--- config.mk ---
export PLATFORM = sky130hd
export DESIGN_NAME = acd_top
export DESIGN_NICKNAME = d
export VERILOG_FILES = /design/src/logic/acd_pkg.sv /design/src/logic/acd_op_if.sv /design/src/logic/acd_opcode_class.sv /design/src/logic/acd_top.sv
export SDC_FILE = /design/constraint.sdc
export NUM_CORES = 1
export LEC_CHECK = 0
export ABC_AREA = 0
export BUFFER_PORTS_ARGS = -buffer_cell sky130_fd_sc_hd__clkbuf_2
export CORE_MARGIN = 2
export CORE_UTILIZATION = 50
export CTS_CLUSTER_SIZE = 24
export DETAILED_ROUTE_END_ITERATION = 10
export PLACE_DENSITY = 0.71
export SLEW_MARGIN = 5
export SYNTH_ARGS = -nofsm -noshare
export SYNTH_HDL_FRONTEND = slang
export SYNTH_SLANG_ARGS = --single-unit
--- constraint.sdc ---
create_clock -name clk_sys -period 12.9 [get_ports clk_sys]
set_clock_uncertainty 0.2 [all_clocks]
set_input_delay 2.58 -clock clk_sys [delete_from_list [all_inputs] [get_ports clk_sys]]
set_output_delay 2.58 -clock clk_sys [all_outputs]
set_load 0.1 [all_outputs]
--- src/logic/acd_pkg.sv ---
`default_nettype none
package acd_pkg;
  // task file offsets
  localparam logic [3:0] OFS_FEATURE = 4'h1;
  localparam logic [3:0] OFS_SECCNT = 4'h2;
  localparam logic [3:0] OFS_SECNUM = 4'h3;
  localparam logic [3:0] OFS_CYL_LO = 4'h4;
  localparam logic [3:0] OFS_CYL_HI = 4'h5;
  localparam logic [3:0] OFS_DRVHEAD = 4'h6;
  localparam logic [3:0] OFS_STATUS = 4'h7;
  localparam logic [3:0] OFS_ALTSTAT = 4'hE;
  localparam logic [3:0] OFS_DRVADDR = 4'hF;
  // local interrupt and configuration registers
  localparam logic [3:0] OFS_EVT_STATUS = 4'h8;
  localparam logic [3:0] OFS_EVT_CLEAR = 4'h9;
  localparam logic [3:0] OFS_EVT_ENABLE = 4'hA;
  localparam logic [3:0] OFS_CONFIG = 4'hB;

  // drive/head fields
  localparam int DH_LBA_BIT = 6;
  localparam int DH_DRIVE_BIT = 4;
  localparam int DH_HEAD_HI = 3;
  // status bits
  localparam int ST_BUSY_BIT = 7;
  localparam int ST_RDY_BIT = 6;
  localparam int ST_DSC_BIT = 4;
  localparam int ST_DRQ_BIT = 3;
  localparam int ST_ERR_BIT = 0;
  // device control bits
  localparam int DC_SRST_BIT = 2;
  localparam int DC_IDIS_BIT = 1;
  // config bits
  localparam int CFG_IDE_BIT = 0;
  localparam int CFG_CARD_BIT = 1;
  // event bits
  localparam int EV_DONE = 0;
  localparam int EV_ABORT = 1;
  localparam int EV_DIAG = 2;
  localparam int EV_W = 3;

  localparam logic [7:0] DRVHEAD_RESET = 8'hA0;
  localparam logic [7:0] ERR_RESET = 8'h01;
  localparam logic [7:0] ERR_ABORT = 8'h04;
  localparam logic [7:0] DIAG_SLAVE_FAIL = 8'h80;
  localparam logic [7:0] PWR_SLEEP_CODE = 8'h00;
  localparam logic [7:0] PWR_IDLE_CODE = 8'hFF;
  localparam logic [8:0] SECTORS_ZERO = 9'h100;

  // field use mask: feature, count, number, cylinder, drive/head, lba
  localparam logic [5:0] USE_NONE = 6'h00;
  localparam logic [5:0] USE_DH = 6'h02;
  localparam logic [5:0] USE_SC_DH = 6'h12;
  localparam logic [5:0] USE_FR_DH = 6'h22;
  localparam logic [5:0] USE_SEEK = 6'h0F;
  localparam logic [5:0] USE_FMT = 6'h17;
  localparam logic [5:0] USE_ALL = 6'h1F;

  localparam logic [7:0] OP_DIAG = 8'h90;
  localparam logic [7:0] OP_PWR_A = 8'h98;
  localparam logic [7:0] OP_PWR_B = 8'hE5;

  typedef enum logic [1:0] {
    CLS_UNSUP = 2'b00,
    CLS_POWER = 2'b01,
    CLS_DIAG = 2'b10,
    CLS_EXEC = 2'b11
  } acd_class_t;

  typedef enum logic [2:0] {
    ST_IDLE = 3'b000,
    ST_DECODE = 3'b001,
    ST_POWER = 3'b010,
    ST_DIAG = 3'b011,
    ST_EXEC = 3'b100,
    ST_ABORT = 3'b101
  } acd_state_t;
endpackage
`default_nettype wire

--- src/logic/acd_op_if.sv ---
`default_nettype none
interface acd_op_if;
  import acd_pkg::*;
  logic [7:0] opcode;
  acd_class_t op_class;
  logic [5:0] field_use;
  modport classifier (input opcode, output op_class, output field_use);
  modport user (output opcode, input op_class, input field_use);
endinterface
`default_nettype wire

--- src/logic/acd_opcode_class.sv ---
`default_nettype none
module acd_opcode_class (
  acd_op_if.classifier op
);
  import acd_pkg::*;

  always_comb begin
    op.op_class = CLS_EXEC;
    op.field_use = USE_DH;
    unique casez (op.opcode)
      8'h98, 8'hE5: op.op_class = CLS_POWER;
      8'h90: op.op_class = CLS_DIAG;
      8'h20, 8'h21, 8'hC4, 8'h40, 8'h41: op.field_use = USE_ALL;
      8'h30, 8'h31, 8'h38, 8'h3C: op.field_use = USE_ALL;
      8'hC5, 8'hCD: op.field_use = USE_ALL;
      8'h91: op.field_use = USE_SC_DH;
      8'hC0, 8'hC8, 8'hCA, 8'h87: op.field_use = USE_ALL;
      8'h50: op.field_use = USE_FMT;
      8'hE3, 8'h97, 8'hC6: op.field_use = USE_SC_DH;
      8'hEF: op.field_use = USE_FR_DH;
      8'b0111????: op.field_use = USE_SEEK;
      8'b0001????, 8'h00, 8'h03, 8'hE7, 8'hEC: op.field_use = USE_DH;
      8'hE1, 8'h95, 8'hE4, 8'hE8: op.field_use = USE_DH;
      8'hE6, 8'h99, 8'hE2, 8'h96, 8'hE0, 8'h94: op.field_use = USE_DH;
      8'hF5: op.field_use = USE_DH; // wear levelling
      8'hF1, 8'hF2, 8'hF3, 8'hF4, 8'hF6: begin
        op.op_class = CLS_UNSUP;
        op.field_use = USE_NONE;
      end
      8'h22, 8'h23, 8'h32, 8'h33: begin
        op.op_class = CLS_UNSUP;
        op.field_use = USE_NONE;
      end
      8'hB9: begin // any feature value
        op.op_class = CLS_UNSUP;
        op.field_use = USE_NONE;
      end
      default: begin
        op.op_class = CLS_UNSUP;
        op.field_use = USE_NONE;
      end
    endcase
  end
endmodule
`default_nettype wire

--- src/logic/acd_top.sv ---
`default_nettype none
module acd_top (
  input wire logic clk_sys,
  input wire logic rst,
  input wire logic [3:0] reg_addr,
  input wire logic [7:0] reg_wdata,
  input wire logic reg_wr,
  input wire logic reg_rd,
  output logic [7:0] reg_rdata,
  input wire logic power_sleep,
  input wire logic [2:0] selftest_code,
  input wire logic slave_fail_n_pin,
  input wire logic data_req,
  input wire logic write_active,
  output logic cmd_valid,
  output logic [7:0] cmd_opcode,
  output logic [7:0] cmd_feature,
  output logic [5:0] cmd_field_use,
  output logic [8:0] cmd_sectors,
  output logic cmd_lba_mode,
  output logic [3:0] cmd_head,
  output logic [27:0] cmd_address,
  input wire logic cmd_done,
  input wire logic cmd_error,
  input wire logic [7:0] cmd_error_code,
  output logic host_intrq,
  output logic irq
);
  import acd_pkg::*;

  acd_op_if op ();

  acd_opcode_class u_class (
    .op(op.classifier)
  );

  function automatic logic [8:0] sector_total(input logic [7:0] count);
    sector_total = (count == 8'h00) ? SECTORS_ZERO : {1'b0, count};
  endfunction

  logic [7:0] feature_field;
  logic [7:0] sector_count_field;
  logic [7:0] sector_number_field;
  logic [15:0] cylinder_field;
  logic [7:0] drive_head_field;
  logic [7:0] command_reg;
  logic [7:0] error_reg;
  logic srst_bit;
  logic interrupt_disable_bit;
  logic ide_mode;
  logic card_id;
  logic [EV_W-1:0] evt_status;
  logic [EV_W-1:0] evt_enable;
  logic intr_pending;
  logic err_flag;
  logic busy_status_bit;
  acd_state_t state;
  acd_state_t next_state;
  logic slave_fail_meta;
  logic slave_fail_n_sync;

  logic card_select_bit;
  logic for_this_card;
  logic tf_write;
  logic cmd_write;
  logic status_read;
  logic finish;
  logic [EV_W-1:0] evt_set;
  logic [7:0] diag_result;
  logic [7:0] status_byte;
  logic [7:0] drvaddr_byte;
  logic [7:0] next_rdata;

  assign card_select_bit = drive_head_field[DH_DRIVE_BIT];
  assign busy_status_bit = (state != ST_IDLE) || srst_bit;
  // the host is locked out of the task file while busy
  assign tf_write = reg_wr && !busy_status_bit;
  assign cmd_write = tf_write && (reg_addr == OFS_STATUS);
  assign status_read = reg_rd && (reg_addr == OFS_STATUS);
  assign op.opcode = command_reg;

  // ide diagnostic runs on both devices; otherwise the drive bit decides
  always_comb begin
    for_this_card = (card_select_bit == card_id);
    if (command_reg == OP_DIAG && ide_mode) begin
      for_this_card = 1'b1;
    end
  end

  // in ide mode the master folds a slave failure into its own code
  always_comb begin
    diag_result = {5'h00, selftest_code};
    if (ide_mode && !card_id && !slave_fail_n_sync) begin
      diag_result = DIAG_SLAVE_FAIL | {5'h00, selftest_code};
    end
  end

  always_ff @(posedge clk_sys or posedge rst) begin
    if (rst) begin
      slave_fail_meta <= 1'b1;
      slave_fail_n_sync <= 1'b1;
    end else begin
      slave_fail_meta <= slave_fail_n_pin;
      slave_fail_n_sync <= slave_fail_meta;
    end
  end

  always_comb begin
    next_state = state;
    unique case (state)
      ST_IDLE: begin
        if (cmd_write) begin
          next_state = ST_DECODE;
        end
      end
      ST_DECODE: begin
        if (!for_this_card) begin
          next_state = ST_IDLE;
        end else begin
          unique case (op.op_class)
            CLS_POWER: next_state = ST_POWER;
            CLS_DIAG: next_state = ST_DIAG;
            CLS_EXEC: next_state = ST_EXEC;
            CLS_UNSUP: next_state = ST_ABORT;
          endcase
        end
      end
      ST_POWER: next_state = ST_IDLE;
      ST_DIAG: next_state = ST_IDLE;
      ST_ABORT: next_state = ST_IDLE;
      ST_EXEC: begin
        if (cmd_done) begin
          next_state = ST_IDLE;
        end
      end
      default: next_state = ST_IDLE;
    endcase
  end

  always_ff @(posedge clk_sys or posedge rst) begin
    if (rst) begin
      state <= ST_IDLE;
    end else if (srst_bit) begin
      state <= ST_IDLE;
    end else begin
      state <= next_state;
    end
  end

  // a command that completes raises the host interrupt, except the ide
  // slave during a diagnostic, whose status the master reports
  always_comb begin
    finish = 1'b0;
    unique case (state)
      ST_POWER, ST_ABORT: finish = 1'b1;
      ST_DIAG: finish = !(ide_mode && card_id);
      ST_EXEC: finish = cmd_done;
      default: finish = 1'b0;
    endcase
  end

  always_ff @(posedge clk_sys or posedge rst) begin
    if (rst) begin
      cmd_valid <= 1'b0;
      cmd_opcode <= 8'h00;
      cmd_feature <= 8'h00;
      cmd_field_use <= USE_NONE;
      cmd_sectors <= SECTORS_ZERO;
      cmd_lba_mode <= 1'b0;
      cmd_head <= 4'h0;
      cmd_address <= 28'h0000000;
    end else begin
      cmd_valid <= (state == ST_DECODE) && for_this_card &&
                   (op.op_class == CLS_EXEC) && !srst_bit;
      if (state == ST_DECODE) begin
        cmd_opcode <= command_reg;
        cmd_feature <= feature_field;
        cmd_field_use <= op.field_use;
        cmd_sectors <= sector_total(sector_count_field);
        cmd_lba_mode <= drive_head_field[DH_LBA_BIT];
        cmd_head <= drive_head_field[DH_HEAD_HI:0];
        cmd_address <= {drive_head_field[DH_HEAD_HI:0], cylinder_field,
                        sector_number_field};
      end
    end
  end

  always_ff @(posedge clk_sys or posedge rst) begin
    if (rst) begin
      feature_field <= 8'h00;
      sector_number_field <= 8'h00;
      cylinder_field <= 16'h0000;
      drive_head_field <= DRVHEAD_RESET;
      command_reg <= 8'h00;
    end else if (tf_write) begin
      unique case (reg_addr)
        OFS_FEATURE: feature_field <= reg_wdata;
        OFS_SECNUM: sector_number_field <= reg_wdata;
        OFS_CYL_LO: cylinder_field[7:0] <= reg_wdata;
        OFS_CYL_HI: cylinder_field[15:8] <= reg_wdata;
        OFS_DRVHEAD: drive_head_field <= reg_wdata;
        OFS_STATUS: command_reg <= reg_wdata;
        default: ;
      endcase
    end
  end

  always_ff @(posedge clk_sys or posedge rst) begin
    if (rst) begin
      sector_count_field <= 8'h01;
    end else if (state == ST_POWER) begin
      if (power_sleep) begin
        sector_count_field <= PWR_SLEEP_CODE;
      end else begin
        sector_count_field <= PWR_IDLE_CODE;
      end
    end else if (tf_write && reg_addr == OFS_SECCNT) begin
      sector_count_field <= reg_wdata;
    end
  end

  always_ff @(posedge clk_sys or posedge rst) begin
    if (rst) begin
      error_reg <= ERR_RESET;
      err_flag <= 1'b0;
    end else if (srst_bit) begin
      error_reg <= ERR_RESET;
      err_flag <= 1'b0;
    end else if (state == ST_DECODE) begin
      err_flag <= 1'b0;
    end else if (state == ST_ABORT) begin
      error_reg <= ERR_ABORT;
      err_flag <= 1'b1;
    end else if (state == ST_DIAG) begin
      error_reg <= diag_result;
    end else if (state == ST_EXEC && cmd_done) begin
      error_reg <= cmd_error ? cmd_error_code : 8'h00;
      err_flag <= cmd_error;
    end
  end

  // device control stays writable while busy
  always_ff @(posedge clk_sys or posedge rst) begin
    if (rst) begin
      srst_bit <= 1'b0;
      interrupt_disable_bit <= 1'b0;
    end else if (reg_wr && reg_addr == OFS_ALTSTAT) begin
      srst_bit <= reg_wdata[DC_SRST_BIT];
      interrupt_disable_bit <= reg_wdata[DC_IDIS_BIT];
    end
  end

  always_ff @(posedge clk_sys or posedge rst) begin
    if (rst) begin
      ide_mode <= 1'b0;
      card_id <= 1'b0;
    end else if (reg_wr && reg_addr == OFS_CONFIG) begin
      ide_mode <= reg_wdata[CFG_IDE_BIT];
      card_id <= reg_wdata[CFG_CARD_BIT];
    end
  end

  // a completion in the same cycle as a status read stays pending
  always_ff @(posedge clk_sys or posedge rst) begin
    if (rst) begin
      intr_pending <= 1'b0;
    end else if (srst_bit) begin
      intr_pending <= 1'b0;
    end else if (finish) begin
      intr_pending <= 1'b1;
    end else if (status_read) begin
      intr_pending <= 1'b0;
    end
  end

  assign host_intrq = intr_pending && !interrupt_disable_bit;

  always_comb begin
    evt_set = '0;
    evt_set[EV_DONE] = finish;
    evt_set[EV_ABORT] = (state == ST_ABORT);
    evt_set[EV_DIAG] = (state == ST_DIAG);
  end

  always_ff @(posedge clk_sys or posedge rst) begin
    if (rst) begin
      evt_status <= '0;
    end else if (reg_wr && reg_addr == OFS_EVT_CLEAR) begin
      evt_status <= (evt_status & ~reg_wdata[EV_W-1:0]) | evt_set;
    end else begin
      evt_status <= evt_status | evt_set;
    end
  end

  always_ff @(posedge clk_sys or posedge rst) begin
    if (rst) begin
      evt_enable <= '0;
    end else if (reg_wr && reg_addr == OFS_EVT_ENABLE) begin
      evt_enable <= reg_wdata[EV_W-1:0];
    end
  end

  assign irq = |(evt_status & evt_enable);

  // while busy only the busy bit is meaningful
  always_comb begin
    status_byte = 8'h00;
    status_byte[ST_BUSY_BIT] = busy_status_bit;
    if (!busy_status_bit) begin
      status_byte[ST_RDY_BIT] = 1'b1;
      status_byte[ST_DSC_BIT] = 1'b1;
      status_byte[ST_DRQ_BIT] = data_req;
      status_byte[ST_ERR_BIT] = err_flag;
    end
  end

  always_comb begin
    drvaddr_byte = 8'h00;
    drvaddr_byte[6] = !write_active;
    drvaddr_byte[5:2] = ~drive_head_field[DH_HEAD_HI:0];
    drvaddr_byte[1] = !(card_select_bit && card_id);
    drvaddr_byte[0] = !(!card_select_bit && !card_id);
  end

  always_comb begin
    unique case (reg_addr)
      OFS_FEATURE: next_rdata = error_reg;
      OFS_SECCNT: next_rdata = sector_count_field;
      OFS_SECNUM: next_rdata = sector_number_field;
      OFS_CYL_LO: next_rdata = cylinder_field[7:0];
      OFS_CYL_HI: next_rdata = cylinder_field[15:8];
      OFS_DRVHEAD: next_rdata = drive_head_field;
      OFS_STATUS, OFS_ALTSTAT: next_rdata = status_byte;
      OFS_DRVADDR: next_rdata = drvaddr_byte;
      OFS_EVT_STATUS: next_rdata = {5'h00, evt_status};
      OFS_EVT_ENABLE: next_rdata = {5'h00, evt_enable};
      OFS_CONFIG: next_rdata = {6'h00, card_id, ide_mode};
      default: next_rdata = 8'h00;
    endcase
  end

  always_ff @(posedge clk_sys or posedge rst) begin
    if (rst) begin
      reg_rdata <= 8'h00;
    end else if (reg_rd) begin
      reg_rdata <= next_rdata;
    end else begin
      reg_rdata <= 8'h00;
    end
  end
endmodule
`default_nettype wire

After elaboration in Yosys (flattened, before gate mapping)
Index checks and enable logic that the tools add are counted.
{"block": "op_classes", "n_eq_ne": 66, "n_mux": 35, "bitwise": 6, "n_reduce_logical": 56}
{"op": "$eq 8x8->1 const B", "count": 28}
{"op": "$mux 8", "count": 11}
{"op": "$pmux 8 s11", "count": 1}
{"op": "$eq 8x6->1 const B", "count": 6}
{"op": "$reduce_or 38->1", "count": 1}
{"op": "$pmux 6 s6", "count": 1}
{"op": "$eq 4x4->1 const B", "count": 6}
{"op": "$eq 8x7->1 const B", "count": 3}
{"op": "$eq 4x3->1 const B", "count": 5}
{"op": "$logic_and 1x1->1", "count": 19}
{"op": "$reduce_or 19->1", "count": 1}
{"op": "$reduce_and 2->1", "count": 9}
{"op": "$logic_not 8->1", "count": 2}
{"op": "$mux 3", "count": 5}
{"op": "$reduce_or 15->1", "count": 1}
{"op": "$pmux 3 s4", "count": 1}
{"op": "$mux 1", "count": 11}
{"op": "$logic_not 1->1", "count": 10}
{"op": "$mux 9", "count": 1}
{"op": "$pmux 3 s3", "count": 1}
{"op": "$eq 4x1->1 const B", "count": 2}
{"op": "$eq 4x2->1 const B", "count": 2}
{"op": "$eq 8x2->1 const B", "count": 1}
{"op": "$reduce_bool 4->1", "count": 2}
{"op": "24 further kinds", "count": 33}
{"block": "word_totals", "regBits": 154, "input_bits": 33, "word_cells": 191}

Longest topological paths before layout
{"block": "depth", "ltp_word": 8, "ltp_mapped": 10, "mapped_depth_nobuf": 8}

By module
From an unflattened synthesis, not the netlist that was laid out.
{"block": "hier_totals", "hier_cells": 617, "area_unflattened_um2": 7387.1}
{"module": "acd_top", "n_inst": 1, "cells_per_inst": 533, "area_per_inst_um2": 6832.8, "seq_area_each_um2": 3762.4}
{"module": "acd_opcode_class", "n_inst": 1, "cells_per_inst": 84, "area_per_inst_um2": 554.3, "seq_area_each_um2": 0.0}

Least setup slack after synthesis
OpenSTA, ideal clock, no wires.
{"block": "synth_path", "kind": "reg2out", "start": "register interrupt_disable_bit", "end": "output port host_intrq", "t_arrival_ps": 1695, "t_required_ps": 10120, "path_slack_ps": 8425, "stages_incl_launch_ff": 2, "path_buffers": 0, "path_cell_list": "dfrtp_1 > nor2b_1"}
{"block": "synth_between", "elab_chain_cells": 2}
{"item": "from (decl)", "line": "acd_top.sv:49", "source": "logic interrupt_disable_bit;"}
{"item": "from (signal assigned)", "line": "acd_top.sv:249", "source": "interrupt_disable_bit <= reg_wdata[DC_IDIS_BIT];"}
{"item": "$logic_not 1->1", "line": "acd_top.sv:276", "source": "assign host_intrq = intr_pending && !interrupt_disable_bit;"}
{"item": "$logic_and 1x1->1", "line": "acd_top.sv:276"}
{"item": "to (decl)", "line": "acd_top.sv:26", "source": "output logic host_intrq,"}
Every way passes these cells.

Worst setup path after layout
{"block": "layout_path", "start": "register evt_status[2]", "end": "output port irq"}
{"block": "layout_between", "elab_chain_cells": 2}
{"item": "from (decl)", "line": "acd_top.sv:52", "source": "logic [EV_W-1:0] evt_status;"}
{"item": "from (signal assigned)", "line": "acd_top.sv:289", "source": "evt_status <= (evt_status & ~reg_wdata[EV_W-1:0]) | evt_set;"}
{"item": "from (signal assigned)", "line": "acd_top.sv:291", "source": "evt_status <= evt_status | evt_set;"}
{"item": "$and 3x3->3", "line": "acd_top.sv:303", "source": "assign irq = |(evt_status & evt_enable);"}
{"item": "$reduce_or 3->1", "line": "acd_top.sv:303"}
{"item": "to (decl)", "line": "acd_top.sv:27", "source": "output logic irq"}
Every way passes these cells.

==> run metrics <==
run status finished clean; kind of critical path reg2out; biggest regs cmd_address: 24 flops, cylinder_field: 16 flops, cmd_sectors: 9 flops; TritonCTS clock tree yes; vias per cell 5.753; CP Data Arrival Time 1.69 ns; syn_nets 758; DRC viols 0; Leak Pwr 4.010 nW; Inserted Clock Buffers 17; area grow syn2layout 16.88%; FF+latch count, synth 149; area leader, netlist dfrtp_1; Required @ worst endpoint 10.12 ns; chip height 122.8 µm; Top FF cell, synth dfrtp_1; f_max 223.9 MHz; clk_lat worst skew 0.44 ns; DIE AREA 15080 µm²; VDD IR max 206.4 µV; Cell variety after synth 63; initial antenna violation count 0; First DRT Iteration DRCs 586; Slew @ Worst Pin 1.169 ns; post-DP HPWL 13260 µm; CP cell instances a222oi_1 > inv_1 > clkbuf_2; delay of the slowest critical-path stage 0.43 ns; antenna cells 0; core box area 13830 µm²; Synth Instances 722; clk sinks 149; first-pass GRT wire length 30050 µm; Hold Buf Count CTS 0; routed wire length 19020 µm; Largest Register cmd_address; Slew Viols, Final 0; Hold Vio Cnt, Final 0; Post-Synthesis Cell Area 7058 µm²; Synth top area share 0.5035; Post-synth EDFFs 0; Worst slew margin 0.2169; DR vias 5730; Worst setup SP type register; GRT Residual Overflow 0; Crit-path slowest cell dfrtp_1; IO buf count 107; CTS Buffer Depth 2; placed cells 964; pin count of the biggest net entering global routing 80; Final Non-Filler Cells 996; crit-path max FO 3; Post-CTS Resized 0; Synth Warn # 0; GRT Overall Usage 0.2655; NumNets Final 839; Fillers 1171; post-route ant nets 0; gp weighted congestion 0.9598; register area share after synthesis 0.5295; Setup TNS 0 ns; max cap viols 0; vias in the first global route 5519; Power Density 280.8 nW/µm²; I/O pin cnt 108; critical path endpoint category output port; RSZ-0062 raised after global routing false; Initial Utilization 0.5105; crit path time final 4.466 ns; drt wl/cell 19.09 µm; max reg flops 24; Worst Path Buf+Inv 2; Synth area leaders dfrtp_1 50%, nand2_1 11%, mux2_2 9.6%; HP Class reg2reg; Synth Area per Inst 9.776 µm²; Post-CTS Setup Bufs 0; commonest cells in the netlist 203 x nand2_1, 142 x dfrtp_1, 60 x mux2_2; Final period util 0.3462; num rows 43; most frequent cell after synthesis nand2_1; Die Wd 122.8 µm; async set or reset register ratio after synthesis 1.000; share of cells above drive strength 1 0.2635; Setup violations, final 0; drt first pass iters 5; Worst-path clk slew 0.06 ns; CTS root buf clkbuf_16; delay-heaviest family, CP buffers and inverters; H-tree depth 4
final timing paths:
path / start / end / slack (ns) / cells past startpoint
setup / recovery: evt_status[2] / irq / 8.43 / 3
hold / removal: slave_fail_meta / slave_fail_n_sync / 0.16 / 0
setup reg to reg: command_reg[0] / state[2] / 9.85 / 8
hold reg to reg: slave_fail_meta / slave_fail_n_sync / 0.16 / 0
max in group asynchronous: rst / cmd_opcode[5] / 9.07 / 3
min in group asynchronous: rst / cmd_feature[1] / 2.02 / 2
routing by layer:
layer | global-route usage | vias to the layer above | wire length, µm
met1 | 0.3691 | 2858 | 8610
met5 | 0 | - | 0
met4 | 0.09770 | 0 | 388
li1 | - | 2657 | -
met2 | 0.4109 | 188 | 9046
met3 | 0.05576 | 27 | 972
power breakdown:
part	internal, W	leakage, nW	switching, W	total [W]
Clock	0.000332	0.309	0.000205	0.000536
Combinational	0.000179	1.80	0.000844	0.00102
Sequential	0.000615	1.90	0.000142	0.000757
through the flow:
| step | setup slack [ns] | hold slack [ns] | util | instance area [µm²] | power [W] |
|---|---|---|---|---|---|
| after global placement | 8.320 | 0.1463 | 0.5505 | 7612 | 0.001768 |
| after floorplan | 6.124 | 0.1452 | - | 7058 | 0.001600 |
| after CTS | 8.417 | 0.1615 | 0.5966 | 8249 | 0.002323 |
| after global routing | 8.362 | 0.1634 | 0.5966 | 8249 | 0.002409 |
| final | 8.434 | 0.1606 | 0.5966 | 8249 | 0.002316 |
| after detailed placement | 8.183 | 0.1526 | 0.5505 | 7612 | 0.001784 |
logic make-up after synthesis:
family	share of synthesized area
and+or+nand+nor	0.2108
DFF	0.5295
AOI/OAI and AO/OA	0.1019
muxes	0.1057
buffers and inverters	0.04308
xor gates and xnor gates	0.003723
adders and majority gates	0.005319
layout by cell type, fill, tap and decap left out, drive strengths merged, types with 4 or more instances in the layout:
| master | instances |
|---|---|
| buf | 4 |
| nand3 | 14 |
| nand2b | 9 |
| nand2 | 203 |
| nand4 | 6 |
| bufinv | 4 |
| and2 | 10 |
| nor2b | 10 |
| mux2 | 60 |
| a21oi | 24 |
| dfrtp | 142 |
| dfstp | 7 |
| a222oi | 5 |
| a22o | 5 |
| nor3b | 4 |
| clkbuf | 126 |
| o31ai | 10 |
| nor3 | 9 |
| a31oi | 8 |
| nor2 | 41 |
| nor4 | 6 |
| o21ai | 21 |
| mux2i | 7 |
| a22oi | 4 |
| inv | 19 |
layout make-up:
| class | count | area [µm²] | area share |
|---|---|---|---|
| timing repair buffer | 111 | 565.5 | 0.06856 |
| tap | 180 | 225.2 | 0.02730 |
| sequential | 149 | 3737 | 0.4531 |
| multi-input combinational | 510 | 3027 | 0.3669 |
| inverter | 14 | 57.56 | 0.006977 |
| clock buffer | 19 | 442.9 | 0.05369 |
| clock inverter | 13 | 193.9 | 0.02351 |
worst reg2reg max path: stages (launching register included):
cell      delay, ns
dfrtp_1        0.61
nand2b_1       0.17
a21oi_1        0.08
o211a_1        0.29
or4_1          0.59
or3_1          0.40
ha_1           0.35
inv_1          0.05
a32o_1         0.20
(Power assumes the default switching activity.)
